===== config.mk =====
export PLATFORM = sky130hd
export DESIGN_NAME = tcs_mac_sink_flat
export DESIGN_NICKNAME = d
export VERILOG_FILES = /design/src/pkg/tcs_pkg.sv /design/src/pkg/tcs_if.sv /design/src/hw/tcs_mac_sink.sv /design/src/flat_wrapper.sv
export SDC_FILE = /design/constraint.sdc
export NUM_CORES = 1
export LEC_CHECK = 0
export ABC_AREA = 1
export ABC_CLOCK_PERIOD_IN_PS = 1750
export BUFFER_PORTS_ARGS = -buffer_cell sky130_fd_sc_hd__buf_2
export CELL_PAD_IN_SITES_DETAIL_PLACEMENT = 2
export CELL_PAD_IN_SITES_GLOBAL_PLACEMENT = 2
export CORE_UTILIZATION = 25
export CTS_CLUSTER_SIZE = 12
export DETAILED_ROUTE_END_ITERATION = 12
export GPL_ROUTABILITY_DRIVEN = 0
export GPL_TIMING_DRIVEN = 0
export PLACE_DENSITY = 0.78
export RECOVER_POWER = 25
export SYNTH_ARGS = -nofsm -noshare
export SYNTH_HDL_FRONTEND = slang
export SYNTH_SLANG_ARGS = --single-unit

===== constraint.sdc =====
create_clock -name clk -period 1.75 [get_ports clk]
set_input_delay 0.0875 -clock clk [delete_from_list [all_inputs] [get_ports clk]]
set_output_delay 0.0875 -clock clk [all_outputs]
set_load 0.02 [all_outputs]

===== src/pkg/tcs_pkg.sv =====
// Constants and types shared by both ends of the transmit client stream.
// What the stream rules require
// - Start marks first word, end marks last
// - First packet byte sits in top byte
// - Word and qualifiers count only when valid
// - Transfer when valid and accept share cycle
// - Source holds word steady while not accepted
// - 256-bit word, all sampled on clock
// - Source never sends frames under nine bytes; MIN_FRAME is not checked by the source
// - Packet words go in consecutive cycles
// - Valid stays high from start to end
// - Source buffers whole packet before starting; the source sends from the first word and holds at most two
// - Five-bit unused count on end word
// - Corrupt request on end word corrupts packet
// - Looped-back corrupted packet reads as malformed
// - Source waits for lanes stable after reset
// - Corruption replaces end with error block
// - Interface clock runs at 312.5 MHz
package tcs_pkg;
	localparam int WORD_W    = 256;
	localparam int UNUSED_W  = 5;
	localparam int BYTES_W   = WORD_W / 8;
	localparam int MIN_FRAME = 9;
	// Error block: sync header, block type, then eight error characters
	localparam logic [1:0]  ERR_SYNC = 2'h1;
	localparam logic [7:0]  ERR_TYPE = 8'h1E;
	localparam logic [6:0]  ERR_CHAR = 7'h1E;
	localparam int          BLOCK_W  = 66;
	localparam logic [BLOCK_W-1:0] TERMINATE_ERROR_BLOCK = {ERR_SYNC,
		ERR_TYPE, {8{ERR_CHAR}}};
	localparam int CLK_KHZ = 312500;
	typedef enum logic [1:0] {TCS_IDLE, TCS_LOAD, TCS_SEND} tcs_src_st_t;
endpackage


===== src/pkg/tcs_if.sv =====
// Stream interface between the client source and the MAC sink.
`timescale 1ns/100ps
interface tcs_if
	import tcs_pkg::*;
(
	input wire logic clk
);
	logic [WORD_W-1:0]   client_tx_word;
	logic                client_tx_start;
	logic                client_tx_end;
	logic                client_tx_qualify;
	logic [UNUSED_W-1:0] client_tx_unused_bytes;
	logic                client_tx_corrupt_request;
	logic                mac_tx_accept;

	modport client (
		output client_tx_word, client_tx_start, client_tx_end,
		client_tx_qualify, client_tx_unused_bytes,
		client_tx_corrupt_request,
		input  mac_tx_accept, clk
	);
	modport mac (
		input  client_tx_word, client_tx_start, client_tx_end,
		client_tx_qualify, client_tx_unused_bytes,
		client_tx_corrupt_request, clk,
		output mac_tx_accept
	);
endinterface


===== src/hw/tcs_mac_sink.sv =====
// MAC end: accepts client words and hands them on, corrupting on request.
`timescale 1ns/100ps
module tcs_mac_sink
	import tcs_pkg::*;
(
	// Clock and reset
	input  wire logic                clk,
	input  wire logic                sys_rst,
	// Stream from client
	tcs_if.mac                       link,
	// Downstream framing side
	input  wire logic                out_ready,
	output logic                     out_valid,
	output logic [WORD_W-1:0]        out_word,
	output logic                     out_start,
	output logic                     out_end,
	output logic [UNUSED_W-1:0]      out_unused_bytes,
	output logic                     out_corrupt,
	output logic [BLOCK_W-1:0]       out_error_block,
	output logic                     framing_error
);
	// Transfer and slot conditions
	logic                take;
	logic                out_load;
	logic                out_fill;
	logic                stall_in;
	// Accept and packet tracking state
	logic                accept_reg;
	logic                in_pkt_reg;
	// Skid slot: catches the word taken in the cycle the output stalls
	logic                skid_valid_reg;
	logic                skid_valid_next;
	logic [WORD_W-1:0]   skid_word_reg;
	logic                skid_start_reg;
	logic                skid_end_reg;
	logic [UNUSED_W-1:0] skid_unused_reg;
	logic                skid_corrupt_reg;
	// Incoming end-only fields after gating
	logic [UNUSED_W-1:0] in_unused;
	logic                in_corrupt;
	// Word chosen for the output register
	logic [WORD_W-1:0]   sel_word;
	logic                sel_start;
	logic                sel_end;
	logic [UNUSED_W-1:0] sel_unused;
	logic                sel_corrupt;

	// Zero accept lag: taken in the same cycle accept is high
	assign take = link.client_tx_qualify & accept_reg;
	assign link.mac_tx_accept = accept_reg;

	// Output slot is empty or empties at this edge
	assign out_load = ~out_valid | out_ready;
	// Something is waiting to enter the output slot
	assign out_fill = out_load & (skid_valid_reg | take);
	// A word taken while the output is stuck parks in the skid slot
	assign stall_in = take & ~out_load;
	// Skid empties as soon as the output slot frees up
	assign skid_valid_next = skid_valid_reg ? ~out_load : stall_in;

	// Count and corrupt only mean something on an end word
	assign in_unused = link.client_tx_end ?
		link.client_tx_unused_bytes : '0;
	assign in_corrupt = link.client_tx_end &
		link.client_tx_corrupt_request;

	// Parked word is older than the live one, so it always goes first
	assign sel_word    = skid_valid_reg ? skid_word_reg : link.client_tx_word;
	assign sel_start   = skid_valid_reg ? skid_start_reg : link.client_tx_start;
	assign sel_end     = skid_valid_reg ? skid_end_reg : link.client_tx_end;
	assign sel_unused  = skid_valid_reg ? skid_unused_reg : in_unused;
	assign sel_corrupt = skid_valid_reg ? skid_corrupt_reg : in_corrupt;

	// Registered accept can only promise a free skid slot; full rate is
	// kept because the skid absorbs the one word taken as the output stalls
	always_ff @(posedge clk) begin
		if (sys_rst) begin
			accept_reg <= 1'b0;
		end else begin
			accept_reg <= ~skid_valid_next;
		end
	end

	// Skid occupancy
	always_ff @(posedge clk) begin
		if (sys_rst) begin
			skid_valid_reg <= 1'b0;
		end else begin
			skid_valid_reg <= skid_valid_next;
		end
	end

	// Skid contents, loaded only when a taken word cannot move on
	always_ff @(posedge clk) begin
		if (sys_rst) begin
			skid_word_reg    <= '0;
			skid_start_reg   <= 1'b0;
			skid_end_reg     <= 1'b0;
			skid_unused_reg  <= '0;
			skid_corrupt_reg <= 1'b0;
		end else if (stall_in) begin
			skid_word_reg    <= link.client_tx_word;
			skid_start_reg   <= link.client_tx_start;
			skid_end_reg     <= link.client_tx_end;
			skid_unused_reg  <= in_unused;
			skid_corrupt_reg <= in_corrupt;
		end
	end

	// Output valid: drops only when the slot drains with nothing behind it
	always_ff @(posedge clk) begin
		if (sys_rst) begin
			out_valid <= 1'b0;
		end else if (out_load) begin
			out_valid <= skid_valid_reg | take;
		end
	end

	// Output fields stand until downstream takes them
	always_ff @(posedge clk) begin
		if (sys_rst) begin
			out_word         <= '0;
			out_start        <= 1'b0;
			out_end          <= 1'b0;
			out_unused_bytes <= '0;
			out_corrupt      <= 1'b0;
		end else if (out_fill) begin
			out_word         <= sel_word;
			out_start        <= sel_start;
			out_end          <= sel_end;
			out_unused_bytes <= sel_unused;
			out_corrupt      <= sel_corrupt;
		end
	end

	// Error block replaces the tail so the far receiver drops the frame
	always_ff @(posedge clk) begin
		if (sys_rst) begin
			out_error_block <= '0;
		end else if (out_fill) begin
			out_error_block <= sel_corrupt ?
				TERMINATE_ERROR_BLOCK : '0;
		end
	end

	// Packet tracking; flags a gap, a stray or a nested start (sticky)
	always_ff @(posedge clk) begin
		if (sys_rst) begin
			in_pkt_reg    <= 1'b0;
			framing_error <= 1'b0;
		end else begin
			if (take) begin
				in_pkt_reg <= (in_pkt_reg | link.client_tx_start) &
					~link.client_tx_end;
			end
			if ((take & ~in_pkt_reg & ~link.client_tx_start) |
				(take & in_pkt_reg & link.client_tx_start) |
				(in_pkt_reg & accept_reg & ~link.client_tx_qualify)) begin
				framing_error <= 1'b1;
			end
		end
	end
endmodule


===== src/flat_wrapper.sv =====
// flat-port wrapper written by rule: the top's interface ports become plain ports
module tcs_mac_sink_flat import tcs_pkg::*;
  (clk, sys_rst, out_ready, out_valid, out_word, out_start, out_end, out_unused_bytes, out_corrupt, out_error_block, framing_error, link_client_tx_word, link_client_tx_start, link_client_tx_end, link_client_tx_qualify, link_client_tx_unused_bytes, link_client_tx_corrupt_request, link_mac_tx_accept);
  tcs_if link_i (.clk(clk));
  input  wire logic clk;
  input  wire logic sys_rst;
  input  wire logic out_ready;
  output logic out_valid;
  output logic [WORD_W-1:0] out_word;
  output logic out_start;
  output logic out_end;
  output logic [UNUSED_W-1:0] out_unused_bytes;
  output logic out_corrupt;
  output logic [BLOCK_W-1:0] out_error_block;
  output logic framing_error;
  input wire logic [$bits(link_i.client_tx_word)-1:0] link_client_tx_word;
  input wire logic [$bits(link_i.client_tx_start)-1:0] link_client_tx_start;
  input wire logic [$bits(link_i.client_tx_end)-1:0] link_client_tx_end;
  input wire logic [$bits(link_i.client_tx_qualify)-1:0] link_client_tx_qualify;
  input wire logic [$bits(link_i.client_tx_unused_bytes)-1:0] link_client_tx_unused_bytes;
  input wire logic [$bits(link_i.client_tx_corrupt_request)-1:0] link_client_tx_corrupt_request;
  output wire logic [$bits(link_i.mac_tx_accept)-1:0] link_mac_tx_accept;
  assign link_i.client_tx_word = link_client_tx_word;
  assign link_i.client_tx_start = link_client_tx_start;
  assign link_i.client_tx_end = link_client_tx_end;
  assign link_i.client_tx_qualify = link_client_tx_qualify;
  assign link_i.client_tx_unused_bytes = link_client_tx_unused_bytes;
  assign link_i.client_tx_corrupt_request = link_client_tx_corrupt_request;
  assign link_mac_tx_accept = link_i.mac_tx_accept;
  tcs_mac_sink u_core (.clk(clk), .sys_rst(sys_rst), .link(link_i), .out_ready(out_ready), .out_valid(out_valid), .out_word(out_word), .out_start(out_start), .out_end(out_end), .out_unused_bytes(out_unused_bytes), .out_corrupt(out_corrupt), .out_error_block(out_error_block), .framing_error(framing_error));
endmodule

# Word-level counts from Yosys, hierarchy flattened
# Cells that the tools add are included.
[totals] ff_bits=599 inputBits=268 out_inout_bits=333 wordCells=47
[op_classes] muxes=8 bitwise=23
[op_table] cell="two-way mux 256 bit" count=1
[op_table] cell="two-way mux 65 bit" count=1
[op_table] cell="AND 1 bit" count=11
[op_table] cell="two-way mux 5 bit" count=2
[op_table] cell="NOT 1 bit" count=7
[op_table] cell="OR 1 bit" count=5
[op_table] cell="two-way mux 1 bit" count=4

# Longest topological paths before layout
[depth] ltp_word=6 mapped_depth=8 ltp_nobuf=6

# Least setup slack after synthesis
# OpenSTA, ideal clock, no wires.
[synth_timing] path_type="register -> output" startpoint="reg u_core.out_error_block[60] (netlist name)" endpoint="out out_error_block[10]" arrival_time_ps=1296 required_time_ps=1662 slack_ps=366 stages_incl_launch_ff=2 path_buffers=1 cell_sequence="dfxtp_1 buf_4"
[synth_rtl] element="end: declaration" line_no="flat_wrapper.sv:14" source="output logic [BLOCK_W-1:0] out_error_block;"

==> metrics.md <==
| Metric | Value |
|---|---|
| Status | `complete, no violations` |
| Synthesized instance count | `between 3000 and 4000` |
| Most frequent cell after synthesis | `nand2_1` |
| Async set or reset register ratio after synthesis | `0%` |
| Fmax | `601.7 MHz` |
| Clk buf depth | `3` |
| Total CTS buffers | `68` |
| CTS tree | `done` |
| Dpl cell area | `approximately 28000 sq um` |
| Synth top area share | `44.96%` |
| Slew @ Worst Pin | `around 1 ns` |
| DRC violations left | `0` |
| Worst EP required | `around 1.7 ns` |
| Fill cell count | `between 10000 and 15000` |
| Post-placement cell count | `about 5600` |
| Die width | `about 310 um` |
| Largest net degree at the start of global routing | `20` |
| Leading area contributor after synthesis | `dfxtp_1` |
| Setup crit end kind | `primary output` |
| Power share of the clock group | `around 44%` |
| Internal power | `23.09 mW` |
| NetSw | `between 9 and 10 mW` |
| Max FO, Critical Path | `12` |
| H-tree levels | `3` |
| Final instance area | `33250 sq um` |
| Cell Rows | `about 110` |
| Seq pwr share | `40.1%` |
| Initial antenna violation count | `23` |
| Syn Std Cell Area | `roughly 24000 sq um` |
| Post-Syn Area per Cell | `approximately 6.3 sq um` |
| Via count | `26950` |
| Area of the multi-input gates | `10470 sq um` |
| Synth Register Bits | `around 530` |
| Pre-Repair DR Iteration Count | `5` |
| CP Launch Type | `flop` |
| Share of layout cells above drive strength 1 | `between 15 and 20%` |
| Starting DRT DRC Count | `~940` |
| Switching part of the total | `29.15%` |
| Combinational Power Share | `between 15 and 20%` |
| Flip-flop and latch area | `roughly 11000 sq um` |
| Total power | `between 30 and 40 mW` |
| Worst skew pair latency | `0.62 ns` |
| Critical path class | `flop to primary output` |
| Tmin final | `~1.7 ns` |
| Post-synthesis sequential area ratio | `around 45%` |
| Avg WL per Cell | `roughly 19 um` |
| Clock Skews | `between 0.01 and 0.015 ns` |
| Die ar. | `roughly 96000 sq um` |
| Setup Viol. Count Final | `0` |
| CP arrival | `roughly 1.6 ns` |
| Clock transition at path regs | `roughly 0.06 ns` |
| Gr ovfl total | `0` |
| Cell Pwr Density | `980.2 nW/um^2` |
| Post-synth top cells | `1327 x nand2_1, 1058 x nor2_1, 533 x dfxtp_1` |
| Worst Hold Class | `input pin to flop` |
| Fin crit share | `about 95%` |
| Final Non-Filler Cells | `6036` |
| Root Driver | `clkbuf_16` |
| Peak VDD IR | `between 0.5 and 0.6 mV` |
| P_leak | `between 15 and 20 nW` |
| Max transition margin | `between 30 and 40%` |
| IO buf count | `570` |
| Initial core utilization | `about a quarter` |
| Vias/cell | `4.465` |
| Die Span Y | `310.1 um` |
| Top_reg_cell synth | `dfxtp_1` |
| Antenna-violating nets left | `0` |
| Library cells used by synthesis | `19` |
| Slew Limit Fails | `0` |
| IO Count | `roughly 600` |
| Post-synth EDFFs | `0` |
| Total number of yosys warnings | `0` |
| Main area contributors after synthesis | `dfxtp_1 45%, nand2_1 21%, nor2_1 17%, inv_1 4.2%, o21ai_0 3.9%` |
| Fin Setup TNS | `0 ns` |
| Clock tree sinks | `between 500 and 600` |
| Final WL | `approximately 120000 um` |
| Vias in the first global route | `29960` |
| Core ar. | `~94000 sq um` |
| Layout Nets | `4984` |
| Max Cap Violations | `0` |
| GRT Total Usage | `23.31%` |
| Final Hold Vio Count | `0` |
| First-pass GRT wire length | `173400 um` |
| Area growth, synth to finish | `40.11%` |
| Dpl hpwl | `75450 um` |
## cells in the final DEF (no fill, tap or decap), types with 71 or more instances in the layout
master	synthesis	layout
nor2_1	1058	1057
buf_2	104	452
nand2_1	1327	1327
inv_1	268	268
dfxtp_1	533	531
buf_4	86	93
clkbuf_16	0	71
clkbuf_1	79	274
o21ai_0	185	178
o21ai_1	82	89
dlygate4sd3_1	0	275
## per-stage QoR
stage          utilization [%]  hold WS [ns]  worst slack (ns)
4_1_cts                  35.61        0.2227          -0.01132
5_1_grt                  35.46        0.2841          -0.01131
6_report                 35.47        0.2886           0.08801
3_3_place_gp             30.15        0.3413           -0.5731
3_5_place_dp             30.15        0.3548           -0.5684
2_1_floorplan                -        0.1566            0.3661
## final timing paths
kind	startpoint	endpoint	slack (ns)	depth (start not counted)
setup reg to reg	u_core.out_valid$_SDFFE_PP0P_	u_core.skid_word_reg[33]$_SDFFE_PP0P_	0.09	7
setup / recovery	u_core.out_error_block[60]$_SDFFE_PP0P_	out_error_block[43]	0.09	3
hold / removal	link_client_tx_word[237]	u_core.skid_word_reg[237]$_SDFFE_PP0P_	0.29	4
hold reg to reg	u_core.skid_word_reg[253]$_SDFFE_PP0P_	u_core.skid_word_reg[253]$_SDFFE_PP0P_	0.48	2
## power by group through the flow
stage / sequential (mW) / clock, mW / combinational, mW
final: 13.1 / 14.4 / 5.12
after CTS: 13.0 / 14.7 / 5.13
after floorplan: 13.8 / 0 / 2.10
after detailed placement: 13.3 / 0 / 4.49
after global routing: 13.1 / 15.2 / 5.64
after global placement: 13.3 / 0 / 4.38
## per-layer routing
layer,track usage [%],vias to the layer above,part of all wire (%)
li1,-,13030,-
met1,26.39,13140,42
met2,42.72,556,50
met3,4.318,216,4.1
met4,9.337,8,3.8
met5,0,-,0.038
## cell families after synthesis
group / share of synthesized area, %
DFF: 44.96
buffers and inverters: 11.40
AOI/OAI and AO/OA: 5.714
and+or+nand+nor: 37.91
other: 0.01580
## what timing repair did
item | CTS | global route
endpoints found under the setup margin | 490 | 355
hold endpoints to repair | 532 | 0
resized for setup | 35 | 52
pin swaps | 1 | 1
setup buffers | 5 | 1
hold buffers | 275 | 0
## final cells by class
cell class / instances / area share (%)
Sequential cell: 533 / 32.10
Multi-Input combinational cell: 2692 / 31.49
Timing Repair Buffer: 851 / 16.33
Clock buffer: 106 / 6.340
Buffer: 297 / 5.437
Tap cell: 1254 / 4.718
Inverter: 273 / 3.089
Clock inverter: 13 / 0.3650
Antenna cell: 17 / 0.1279
## worst max-delay path: stages (launching register included)
cell and delay, ns:
dfxtp_4 0.47, buf_6 0.20, buf_4 0.13, buf_2 0.15
(Power assumes the default switching activity.)
